<file path="src/hdl/spb_pkg.sv">
package spb_pkg;

  // Register offsets (7-bit address space)
  localparam logic [6:0] SPB_OFF_CHIP_RESET = 7'h3A;
  localparam logic [6:0] SPB_OFF_SHUTDOWN = 7'h3B;
  localparam logic [6:0] SPB_OFF_LIFT_LIMIT = 7'h3D;
  localparam logic [6:0] SPB_OFF_INV_REV = 7'h3E;
  localparam logic [6:0] SPB_OFF_INV_PART = 7'h3F;
  localparam logic [6:0] SPB_OFF_BURST = 7'h42;

  // Pin levels while idle: ncs_n high, sclk high, mosi low
  localparam logic [2:0] SPB_PIN_IDLE = 3'h6;

  // Command codes
  localparam logic [7:0] SPB_CODE_CHIP_RESET = 8'h5A;
  localparam logic [7:0] SPB_CODE_SHUTDOWN = 8'hE7;

  // Lift limit: reset value and threshold field position
  localparam logic [7:0] SPB_LIFT_RST = 8'h56;
  localparam int SPB_LIFT_LSB = 1;
  // Threshold scaling: shutter by 32, saturation by 2 (as shift counts)
  localparam int SPB_LIFT_SHIFT = 5;
  localparam int SPB_SAT_SHIFT = 1;

  // Burst: number of bytes, and byte after which motion is cleared
  localparam logic [3:0] SPB_BURST_LEN = 4'h8;
  localparam logic [3:0] SPB_BURST_CLR = 4'h3;

  // Serial port state
  typedef enum logic [1:0] {
    SPB_IDLE = 2'b00,
    SPB_ADDR = 2'b01,
    SPB_WDATA = 2'b10,
    SPB_RDATA = 2'b11
  } spb_state_e;

  // Motion data presented by the navigation core
  typedef struct packed {
    logic [7:0] status;
    logic [7:0] x_move_low;
    logic [7:0] y_move_low;
    logic [7:0] xy_move_high;
    logic [7:0] surface_quality;
    logic [7:0] exposure_upper;
    logic [7:0] exposure_lower;
    logic [7:0] peak_pixel;
    logic [7:0] saturated_count;
    logic [7:0] saturation_thr;
  } spb_motion_s;

  // State of the register bank, apart from the reset release synchroniser
  typedef struct packed {
    logic [2:0] sync1;
    logic [2:0] sync2;
    logic sclk_prev;
    spb_state_e st;
    logic [2:0] bit_cnt;
    logic [7:0] rx;
    logic [7:0] tx;
    logic [6:0] addr;
    logic [3:0] burst_idx;
    logic [6:0] lift;
    logic shut;
    logic rst_pulse;
    logic mclr;
    logic supp;
    logic miso;
    logic miso_oe;
  } spb_regs_s;

endpackage

</file>
<file path="src/hdl/spb_regbank.sv">
`timescale 1ns/1ns
module spb_regbank
  import spb_pkg::*;
#(
  parameter logic [7:0] REV_CODE = 8'h21,  // Arbitrary value
  parameter logic [7:0] PART_CODE = 8'h5C  // Arbitrary value
)
(
  input wire logic ref_clk,
  input wire logic reset_n,
  input wire logic ncs_n,
  input wire logic sclk,
  input wire logic mosi,
  output logic miso,
  output logic miso_oe,
  input wire spb_motion_s motion,
  output logic motion_clear,
  output logic motion_suppress,
  output logic shutdown,
  output logic chip_reset,
  output logic [6:0] lift_limit
);

  // Reset release synchroniser
  logic [1:0] rst_sync_q;
  logic rst_n;
  // Registered state and its next value
  spb_regs_s q, d;
  // Write and load events, for the checks below
  logic wr_fire;
  logic [7:0] wr_data;
  logic ld_fire;
  logic [6:0] ld_addr;
  logic rise, fall;
  logic [7:0] rx_n;

  // Single-register read decode
  function automatic logic [7:0] read_byte(input logic [6:0] a,
                                           input spb_motion_s m,
                                           input logic [6:0] lift);
    case (a)
      SPB_OFF_LIFT_LIMIT: read_byte = {lift, 1'b0};
      SPB_OFF_INV_REV: read_byte = ~REV_CODE;
      SPB_OFF_INV_PART: read_byte = ~PART_CODE;
      SPB_OFF_BURST: read_byte = m.status;
      default: read_byte = 8'h00;
    endcase
  endfunction

  // Burst byte by position
  function automatic logic [7:0] burst_byte(input logic [3:0] i,
                                            input spb_motion_s m);
    case (i)
      4'h0: burst_byte = m.status;
      4'h1: burst_byte = m.x_move_low;
      4'h2: burst_byte = m.y_move_low;
      4'h3: burst_byte = m.xy_move_high;
      4'h4: burst_byte = m.surface_quality;
      4'h5: burst_byte = m.exposure_upper;
      4'h6: burst_byte = m.exposure_lower;
      4'h7: burst_byte = m.peak_pixel;
      default: burst_byte = 8'h00;
    endcase
  endfunction

  // Reset release through two flops
  always_ff @(posedge ref_clk or negedge reset_n)
  begin
    if (!reset_n)
      rst_sync_q <= 2'b00;
    else
      rst_sync_q <= {rst_sync_q[0], 1'b1};
  end
  assign rst_n = rst_sync_q[1];

  // Next-state logic
  always_comb
  begin
    d = q;
    d.rst_pulse = 1'b0;
    d.mclr = 1'b0;
    wr_fire = 1'b0;
    wr_data = 8'h00;
    ld_fire = 1'b0;
    ld_addr = 7'h00;
    // Pins pass two flops first
    d.sync1 = {ncs_n, sclk, mosi};
    d.sync2 = q.sync1;
    d.sclk_prev = q.sync2[1];
    rise = q.sync2[1] & ~q.sclk_prev;
    fall = ~q.sync2[1] & q.sclk_prev;
    rx_n = {q.rx[6:0], q.sync2[0]};
    // Lift runaway test
    d.supp = ({motion.exposure_upper, motion.exposure_lower} >
              ({9'h000, q.lift} << SPB_LIFT_SHIFT)) &&
             ({1'b0, motion.saturated_count} >
              ({1'b0, motion.saturation_thr} << SPB_SAT_SHIFT));
    if (q.sync2[2])
    begin
      // Deselected: frame ends, pin released
      d.st = SPB_IDLE;
      d.bit_cnt = 3'h0;
      d.miso_oe = 1'b0;
    end
    else
    begin
      d.miso_oe = 1'b1;
      if (q.st == SPB_IDLE)
        d.st = SPB_ADDR;
      // Sample on rising edge
      if (rise && q.st != SPB_IDLE)
      begin
        d.rx = rx_n;
        d.bit_cnt = q.bit_cnt + 3'h1;
        if (q.bit_cnt == 3'h7)
        begin
          case (q.st)
            SPB_ADDR:
            begin
              d.addr = rx_n[6:0];
              if (rx_n[7])
                d.st = SPB_WDATA;
              else
              begin
                // Read: first byte ready for next falling edge
                d.st = SPB_RDATA;
                d.tx = read_byte(rx_n[6:0], motion, q.lift);
                ld_fire = 1'b1;
                ld_addr = rx_n[6:0];
                d.burst_idx = 4'h1;
              end
            end
            SPB_WDATA:
            begin
              wr_fire = 1'b1;
              wr_data = rx_n;
              d.st = SPB_ADDR;
              case (q.addr)
                SPB_OFF_CHIP_RESET:
                  if (rx_n == SPB_CODE_CHIP_RESET)
                  begin
                    d.rst_pulse = 1'b1;
                    d.lift = SPB_LIFT_RST[7:SPB_LIFT_LSB];
                    d.shut = 1'b0;
                  end
                SPB_OFF_SHUTDOWN:
                  if (rx_n == SPB_CODE_SHUTDOWN)
                    d.shut = 1'b1;
                SPB_OFF_LIFT_LIMIT:
                  d.lift = rx_n[7:SPB_LIFT_LSB];
                default:
                  d.shut = q.shut;
              endcase
            end
            SPB_RDATA:
            begin
              if (q.addr == SPB_OFF_BURST)
              begin
                // Burst continues until deselect
                d.tx = burst_byte(q.burst_idx, motion);
                if (q.burst_idx < SPB_BURST_LEN)
                  d.burst_idx = q.burst_idx + 4'h1;
                if (q.burst_idx == SPB_BURST_CLR)
                  d.mclr = 1'b1;
              end
              else
                d.st = SPB_ADDR;
            end
            default:
              d.st = SPB_IDLE;
          endcase
        end
      end
      // Shift out on falling edge
      if (fall)
      begin
        d.miso = q.tx[7];
        d.tx = {q.tx[6:0], 1'b0};
      end
    end
  end

  // State register
  always_ff @(posedge ref_clk or negedge rst_n)
  begin
    if (!rst_n)
    begin
      q <= '0;
      q.st <= SPB_IDLE;
      // Synchronisers start at idle pin levels, so no false edge
      q.sync1 <= SPB_PIN_IDLE;
      q.sync2 <= SPB_PIN_IDLE;
      q.sclk_prev <= SPB_PIN_IDLE[1];
      q.lift <= SPB_LIFT_RST[7:SPB_LIFT_LSB];
    end
    else
      q <= d;
  end

  // Outputs straight from flops
  assign miso = q.miso;
  assign miso_oe = q.miso_oe;
  assign motion_clear = q.mclr;
  assign motion_suppress = q.supp;
  assign shutdown = q.shut;
  assign chip_reset = q.rst_pulse;
  assign lift_limit = q.lift;

  // Checks
  a_reset_cmd_fires:
    assert property (@(posedge ref_clk) disable iff (!rst_n)
      wr_fire && q.addr == SPB_OFF_CHIP_RESET &&
      wr_data == SPB_CODE_CHIP_RESET |=> chip_reset)
    else $error("chip reset not issued");
  a_reset_restores_cfg:
    assert property (@(posedge ref_clk) disable iff (!rst_n)
      chip_reset |-> lift_limit == SPB_LIFT_RST[7:SPB_LIFT_LSB] &&
      !shutdown)
    else $error("defaults not restored");
  a_shutdown_enter:
    assert property (@(posedge ref_clk) disable iff (!rst_n)
      wr_fire && q.addr == SPB_OFF_SHUTDOWN &&
      wr_data == SPB_CODE_SHUTDOWN |=> shutdown)
    else $error("shutdown not entered");
  a_shutdown_exit:
    assert property (@(posedge ref_clk) disable iff (!rst_n)
      $fell(shutdown) |-> chip_reset)
    else $error("shutdown left without reset");
  a_lift_write:
    assert property (@(posedge ref_clk) disable iff (!rst_n)
      wr_fire && q.addr == SPB_OFF_LIFT_LIMIT |=>
      {lift_limit, 1'b0} == ($past(wr_data) & 8'hFE))
    else $error("lift limit not stored");
  a_lift_suppress:
    assert property (@(posedge ref_clk) disable iff (!rst_n)
      {motion.exposure_upper, motion.exposure_lower} >
      {4'h0, lift_limit, 5'h00} &&
      motion.saturated_count > {motion.saturation_thr[6:0], 1'b0} &&
      !motion.saturation_thr[7] |=> motion_suppress)
    else $error("motion not suppressed");
  a_inv_rev_load:
    assert property (@(posedge ref_clk) disable iff (!rst_n)
      ld_fire && ld_addr == SPB_OFF_INV_REV |=> q.tx == ~REV_CODE)
    else $error("inverted revision wrong");
  a_inv_part_load:
    assert property (@(posedge ref_clk) disable iff (!rst_n)
      ld_fire && ld_addr == SPB_OFF_INV_PART |=> q.tx == ~PART_CODE)
    else $error("inverted part code wrong");
  a_clear_in_burst:
    assert property (@(posedge ref_clk) disable iff (!rst_n)
      motion_clear |-> $past(q.addr) == SPB_OFF_BURST &&
      $past(q.burst_idx) == SPB_BURST_CLR)
    else $error("motion cleared outside burst");
  a_bad_code_ignored:
    assert property (@(posedge ref_clk) disable iff (!rst_n)
      wr_fire && q.addr == SPB_OFF_CHIP_RESET &&
      wr_data != SPB_CODE_CHIP_RESET |=> !chip_reset && $stable(lift_limit))
    else $error("bad reset code acted on");
  a_bad_shut_ignored:
    assert property (@(posedge ref_clk) disable iff (!rst_n)
      wr_fire && q.addr == SPB_OFF_SHUTDOWN &&
      wr_data != SPB_CODE_SHUTDOWN |=> $stable(shutdown))
    else $error("bad shutdown code acted on");

endmodule

</file>
<file path="config.mk">
export PLATFORM = sky130hd
export DESIGN_NAME = spb_regbank
export DESIGN_NICKNAME = d
export VERILOG_FILES = /design/src/hdl/spb_pkg.sv /design/src/hdl/spb_regbank.sv
export SDC_FILE = /design/constraint.sdc
export NUM_CORES = 1
export LEC_CHECK = 0
export ABC_AREA = 1
export BUFFER_PORTS_ARGS = -buffer_cell sky130_fd_sc_hd__buf_2
export CORE_UTILIZATION = 58
export CTS_CLUSTER_DIAMETER = 50
export DETAILED_ROUTE_END_ITERATION = 16
export PLACE_DENSITY = 0.84
export SLEW_MARGIN = 10
export SYNTH_ARGS = -nofsm -noshare
export SYNTH_HDL_FRONTEND = slang
export SYNTH_SLANG_ARGS = --single-unit
</file>
<file path="constraint.sdc">
create_clock -name ref_clk -period 3.54 [get_ports ref_clk]
set_clock_uncertainty 0.05 [all_clocks]
set_input_delay 0.708 -clock ref_clk [delete_from_list [all_inputs] [get_ports ref_clk]]
set_output_delay 0.708 -clock ref_clk [all_outputs]
set_load 0.005 [all_outputs]
</file>
After elaboration in Yosys (flattened, before gate mapping)
Cells that the tools add are included.
Word-level totals
  input port bits: 85
  output and inout bits: 13
  bits in registers: 54
  word-level logic and storage cells: 104
  latch bits: 0
  bits in read-only memories: 0
  RAM bits: 0
  memories: 0
Cells by class
  bitwise logic cells: 5
  multiply operators: 0
  reduce and logical (&&, ||, !) cells: 19
  $add $sub $neg: 2
  div/mod/pow operators: 0
  equal/unequal tests: 28
  $lt $le $gt $ge: 3
  multiplexer cells: 30
  shifts and indexed selects: 0
Operators with widths (count)
  $pmux W8 S8: 1
  $eq A7 B6 Y1 const B: 6
  $mux W42: 1
  $pmux W8 S4: 1
  $mux W29: 1
  $mux W8: 3
  $mux W9: 2
  $eq A4 B3 Y1 const B: 4
  $gt A16 B12 Y1: 1
  $pmux W8 S2: 1
  $eq A7 B7 Y1 const B: 2
  $pmux W7 S2: 1
  $reduce_and A7 Y1: 2
  $reduce_bool A2 Y1: 7
  $mux W4: 3
  $reduce_and A6 Y1: 2
  $ne A2 B2 Y1 const B: 5
  $gt A8 B9 Y1: 1
  $eq A4 B2 Y1 const B: 2
  $eq A8 B7 Y1 const B: 1
  $eq A8 B8 Y1 const B: 1
  $mux W2: 4
  $pmux W4 S2: 1
  $mux W1: 7
  20 further kinds: 27

Longest topological paths before layout
Gate-level depths: netlist of the first run.
  depth after elaboration: 7
  depth in mapped cells: 11
  mapped depth without buffers: 11

Worst setup path after synthesis of the first run
No wires, ideal clock.
  path type: input -> register
  from: input port motion[5] (netlist bit)
  to: register q, in the netlist motion_suppress
  buffers on the path: 0
  arrival time: 1492 ps
  required time: 3375 ps
  path slack: 1883 ps
  stages on the path: 7
  library setup time: 115 ps
  path through: inv_1 -> ha_1 -> nand4_1 -> nor4b_1 -> nand2_1 -> nand2_1 -> nor2_1
RTL lines
  start, declared: RTL line spb_regbank.sv:16  | input wire spb_motion_s motion,
  end, declared: RTL line spb_regbank.sv:28  | spb_regs_s q, d;

Worst setup path in the final report of the first run
  from: register q[15] (netlist bit)
  to: register q[31] (netlist bit)
On the way
  longest elaborated chain between the ends: 7
  elaborated cells between the ends (all ways): 14
  those cells by class: eq/ne (7); mux (6); reduce/logical (1)
RTL lines
  $eq A4 B3 Y1, or another cell as far along: RTL line spb_regbank.sv:53  | case (i)
  $pmux W8 S8 (*): RTL line spb_regbank.sv:53
  $mux W8 (*): RTL line spb_regbank.sv:157  | if (q.addr == SPB_OFF_BURST)
  $pmux W8 S2 (*): RTL line spb_regbank.sv:117  | case (q.st)
  $mux W29 (*): RTL line spb_regbank.sv:115  | if (q.bit_cnt == 3'h7)
  $mux W42 (*): RTL line spb_regbank.sv:111  | if (rise && q.st != SPB_IDLE)
  $mux W8 (*): RTL line spb_regbank.sv:175  | if (fall)
Mark *: on every way between the ends. The rest lies on a longest branch, timed or not. The select of a mux whose other input is x is not followed.
A chain may end at the register's enable or synchronous reset.

==> results of run 1 <==
==> area by class of cell <==
cell class,count,share of cell area
Multi-Input combinational cell,385,0.471
Timing Repair Buffer,98,0.115
Clock buffer,7,0.0178
Clock inverter,1,0.00175
Sequential cell,53,0.312
Tap cell,75,0.0219
Inverter,69,0.0607
==> flip-flops by register name, summed over array words and instances (netlist names) <==
register	cells
rst_sync_q	2
chip_reset	1
shutdown	1
miso_oe	1
miso	1
d	4
lift_limit	7
q	34
motion_clear	1
motion_suppress	1
==> cells by family (layout without fill, tap and decap cells) <==
kind of cell             after synthesis  count (layout)  synth area share
AND/OR/NAND/NOR                      298             298             0.367
multiplexers                           1               1           0.00300
flip-flops                            53              53             0.357
other                                  1               1           0.00100
buffers and inverters                 92             175             0.105
adder cells (fa/ha/maj)               20              20            0.0667
AO/OA/AOI/OAI                         63              63            0.0958
XOR/XNOR                               2               2           0.00467
==> how the worst min path moves through the flow <==
stage	start	end	slack, ns	cells after the start
2_1_floorplan	d[46]$_DFF_PN0_	q[46]$_DFF_PN0_	0.28	0
3_3_place_gp	d[46]$_DFF_PN0_	q[46]$_DFF_PN0_	0.28	0
3_5_place_dp	rst_sync_q[0]$_DFF_PN0_	rst_sync_q[1]$_DFF_PN0_	0.29	0
4_1_cts	reset_n	rst_sync_q[1]$_DFF_PN0_	0.12	1
5_1_grt	reset_n	rst_sync_q[0]$_DFF_PN0_	0.11	1
6_report	reset_n	rst_sync_q[1]$_DFF_PN0_	0.13	1
==> routing by layer <==
layer  track usage  vias to the layer above  routed length, um
met3        0.0352                       24                854
li1              -                     1890                  -
met5             0                        -                  0
met2         0.531                      219               4550
met1         0.389                     1735               4160
met4         0.105                        0                261
==> where the power goes <==
part / internal (mW) / switching (mW) / total (mW)
clock: 0.140 / 0.186 / 0.326
combinational: 0.0823 / 0.0999 / 0.182
sequential: 0.645 / 0.0476 / 0.693
==> synthesized netlist by cell type, drive strengths merged (4+ instances only) <==
master / number / area (sq um)
buf: 18 / 116
nand4: 18 / 113
dfrtp: 44 / 1100
ha: 20 / 250
inv: 67 / 251
nor4: 4 / 25.0
dfstp: 9 / 236
a21boi: 6 / 45.0
clkbuf: 5 / 18.8
nor2: 59 / 254
nor3: 4 / 30.0
a21oi: 20 / 108
nand3: 83 / 420
o21ai: 33 / 176
nand2: 126 / 503
==> through the flow <==
| stage | hold slack (ns) | power [mW] |
|---|---|---|
| final | 0.129 | 1.20 |
| after global routing | 0.112 | 1.26 |
| after CTS | 0.119 | 1.21 |
| after detailed placement | 0.288 | 0.883 |
| after global placement | 0.284 | 0.874 |
| after floorplan | 0.281 | 0.792 |
==> flow_summary.ini, run 1 <==
[critical_path]
crit_path_end_kind = flip-flop
timing.rr.end = q[31]$_DFFE_PN0P_
worst-path-max-fanout = 30
timing.critical_path.arrival_ns = 2.15
crit_buf_inv = 3
timing.critical_path.max_delay_family = simple AND/OR/NAND/NOR gates
timing.rr.start = q[15]$_DFFE_PN0P_
reg2regPathDepth = 10
timing_worst_setup_path_type = reg2reg
timing.critical_path.required_ns = 3.73
reg2reg_slack_ns = 1.58
cp_common_cell = sky130_fd_sc_hd__nand2_1
critical_path.startpoint_type = flip-flop
worstSetupStartpoint = q[15]$_DFFE_PN0P_
path_depth = 10
critical_path.cell_chain = nor2_2 -> buf_4 -> nand2_1 -> inv_2 -> nand2_1 -> nand2_1 -> inv_1 -> nand3_1 -> nand3_1 -> a21oi_1
cell_type_of_the_slowest_stage_on_the_worst_timing_path = sky130_fd_sc_hd__dfrtp_1
critical-path-max-stage-delay_ns = 0.62
crit_end = q[31]$_DFFE_PN0P_

[sta]
max_slew.worst_pin.slew_ns = 1.08
layout_setup_ws_ns = 1.58
fin_crit_sh = 0.553
finalHoldViolCount = 0
max-slew-margin-rel = 0.283
grt_setup_unrepaired = false
fin_crit_period_ns = 1.96
final-setup-viol-count = 0
finalSetupTns_ns = 0
final-max-slew-violation-count = 0
max_clock_freq_ghz = 0.511

[cts]
clkSlewWorstSetupHoldPaths_ns = 0.09
tritoncts = yes
clock_latency_ns = 0.30
cts-hold-fix-buffers = 0
cts_buffers = 5
clock_sinks = 53
maximum_buffer_depth_of_the_clock_tree = 2
post_cts_buffers = 0
clk_root_buffer_cell = sky130_fd_sc_hd__clkbuf_8
post_cts_resized = 0
htree_levels = 2

[floorplanning]
fp-row-count = 28
floorplan.initialDensity = 0.619
die_y_um = 82.4
fp.dieArea_sq_mm = 0.00679
core_region_area_sq_mm = 0.00606
io_pins = 98
die_w_um = 82.4

[placed_design]
placement.io_buffers = 97
place_area_sq_mm = 0.00420
place.gp.congestion = 0.956
hpwl_um = 7640
dp_worst_setup_slack_ns = 1.63
place.detailed.instances = 680

[cells_and_area]
filler_cell_count = 521
final_common_cell = sky130_fd_sc_hd__nand2_1
synthToLayoutAreaGrowth_pct = 14.3
mostFrequentLayoutCells = 118 x sky130_fd_sc_hd__nand2_1, 97 x sky130_fd_sc_hd__buf_2, 82 x sky130_fd_sc_hd__nand3_1
multiInputGateArea_sq_mm = 0.00202
final_core_utilization = 0.707
final_nets = 717
drive_above_1_share = 0.238
seq_area_sq_mm = 0.00134
insertedDiodeCount = 0
instances_no_fill = 688
postLayoutCellArea_sq_mm = 0.00429

[logic_synthesis]
yosys_register_bits = 53
asyncSetResetFlopFracSynth = 1.00
most_used_flip_flop_cell_after_synthesis = sky130_fd_sc_hd__dfrtp_1
synth.avg_cell_area_sq_um = 7.08
synth_seq_area_share = 0.357
synthesis.nets = 635
number_of_synthesized_flops_with_an_enable_pin = 0
ys_warn_count = 0
synth_cell_type_count = 39
syn-cell-area_sq_mm = 0.00375
syn-instance-count = 530

[grt]
grt-ovfl-total = 0
antenna_found_initial = 0
grt_start_max_net_pins = 52
wire_length_of_the_first_global_routing_pass_um = 15500
grt_pass1_vias = 3422
grt_usage = 0.304

[drt]
detail_route.first_pass.iterations = 6
post_drt_via_cell_ratio = 5.62
route.vias.total = 3868
drt_iter0_markers = 304
wire_per_inst_um = 14.3
antenna_violating_nets_post_route = 0
route.detailed.drc = 0
wirelength_um = 9830

[status]
status = finished, final reports clean

[power]
power.static_leakage_nw = 2.20
power_per_cell_area_mw_per_mm2 = 280
max-vdd-ir-drop_v = 0.000303

[flow_run]
max-cap-violations = 0

[hold_path]
timing.hold.worst.class = in2async
(Power assumes the default switching activity.)
==> run 2, diff against run 1 <==
- CORE_UTILIZATION: 58 -> 54
- PLACE_DENSITY: 0.84 -> 0.78
- clock period: 3.54 -> 1.9 ns (I/O delays scaled with it)
==> flow_summary.ini, run 2 (synthesis results as in run 1) <==
[status]
status = finished, final reports clean

[sta]
hold_ws_ns = 0.113
fin_crit_period_ns = 1.78
final-max-slew-violation-count = 0
finalSetupTns_ns = 0
layout_setup_ws_ns = 0.124
grt_setup_unrepaired = false
fin_crit_sh = 0.935
final-setup-viol-count = 0
max_clock_freq_ghz = 0.563
finalHoldViolCount = 0

[placed_design]
dp_worst_setup_slack_ns = 0.0671
place.gp.congestion = 0.968
hpwl_um = 8200
placement.io_buffers = 97

[critical_path]
timing.critical_path.arrival_ns = 1.97
timing.critical_path.required_ns = 2.09
crit_path_end_kind = flip-flop
critical_path.startpoint_type = flip-flop
timing_worst_setup_path_type = reg2reg
worst-path-max-fanout = 13
reg2reg_slack_ns = 0.12

[grt]
antenna_found_initial = 0
grt_start_max_net_pins = 52
grt-ovfl-total = 0
grt_usage = 0.306
grt_pass1_vias = 3863
wire_length_of_the_first_global_routing_pass_um = 17500

[drt]
top_signal_layer_used = met4
wirelength_um = 10400
drt-met1-wl_um = 4350
met2WireLength_um = 4900
post_drt_via_cell_ratio = 5.56
route.vias.total = 3920
met3WireLength_um = 822
route.detailed.drc = 0
antenna_violating_nets_post_route = 0
detail_route.first_pass.iterations = 5
wire_per_inst_um = 14.8
drt_iter0_markers = 312

[cts]
maximum_buffer_depth_of_the_clock_tree = 2
htree_levels = 2
clock_sinks = 53
cts_buffers = 5
clk_root_buffer_cell = sky130_fd_sc_hd__clkbuf_8
clock_latency_ns = 0.31
clkSlewWorstSetupHoldPaths_ns = 0.09
tritoncts = yes

[power]
power.static_leakage_nw = 2.28
power_per_cell_area_mw_per_mm2 = 511
max-vdd-ir-drop_v = 0.000384
finalPower_mw = 2.26

[floorplanning]
fp-row-count = 30
io_pins = 98
die_w_um = 85.3
core_region_area_sq_mm = 0.00676
fp.dieArea_sq_mm = 0.00728
floorplan.initialDensity = 0.555
die_y_um = 85.3

[cells_and_area]
filler_cell_count = 631
drive_above_1_share = 0.254
final_common_cell = sky130_fd_sc_hd__nand2_1
synthToLayoutAreaGrowth_pct = 17.7
final_core_utilization = 0.653
largest_register_ffs = 34
mostFrequentLayoutCells = 118 x sky130_fd_sc_hd__nand2_1, 97 x sky130_fd_sc_hd__buf_2, 82 x sky130_fd_sc_hd__nand3_1
largest_register = q
multiInputGateArea_sq_mm = 0.00202
final_nets = 729
seq_area_sq_mm = 0.00134
insertedDiodeCount = 0

[flow_run]
max-cap-violations = 0

[hold_path]
timing.hold.worst.class = in2reg
-- run 2: repair_timing --
item / CTS / global route
setup endpoints to repair: 0 / 5
buffers inserted: 0 / 0
hold buffers: 1 / 0
hold endpoints to repair: 2 / 0
resized for setup: 0 / 1
-- run 2: cell type report --
type / instances / area share
multi-input combinational: 385 / 0.458
sequential: 53 / 0.303
timing repair buffer: 110 / 0.138
inverter: 69 / 0.0590
tap: 80 / 0.0227
clock buffer: 6 / 0.0164
clock inverter: 2 / 0.00227
-- run 2: final timing paths --
path,start,to,cells after the start
max in group asynchronous,rst_sync_q[1]$_DFF_PN0_,lift_limit[3]$_DFFE_PN1P_,1
hold / removal,ncs_n,d[48]$_DFF_PN1_,1
setup / recovery,d[45]$_DFF_PN1_,lift_limit[1]$_DFFE_PN1P_,7
hold reg to reg,rst_sync_q[1]$_DFF_PN0_,miso$_DFFE_PN0P_,1
min in group asynchronous,rst_sync_q[1]$_DFF_PN0_,miso$_DFFE_PN0P_,1
setup reg to reg,d[45]$_DFF_PN1_,lift_limit[1]$_DFFE_PN1P_,7
-- run 2: stage by stage --
stage | area (sq um) | instances
global route | 4410 | 705
detailed placement | 4320 | 696
floorplan | 3750 | 530
finish | 4410 | 705
CTS | 4410 | 705
global placement | 4320 | 696
-- run 2: critical path, cell delays in order (launching register included) --
cell,delay [ns]
sky130_fd_sc_hd__dfstp_2,0.56
sky130_fd_sc_hd__nand2_1,0.08
sky130_fd_sc_hd__nor2_2,0.17
sky130_fd_sc_hd__nand3_2,0.15
sky130_fd_sc_hd__nor2_2,0.29
sky130_fd_sc_hd__nand2_4,0.19
sky130_fd_sc_hd__nor2_1,0.18
sky130_fd_sc_hd__a21oi_2,0.04
-- run 2: power breakdown --
group	internal [mW]	switching [mW]
combinational	0.162	0.209
sequential	1.20	0.0692
clock	0.256	0.357
-- run 2: metal layers --
layer,GRT usage,vias to the layer above
met4,0.141,0
met1,0.384,1781
met3,0.0477,25
li1,-,1921
met2,0.521,193
met5,0,-
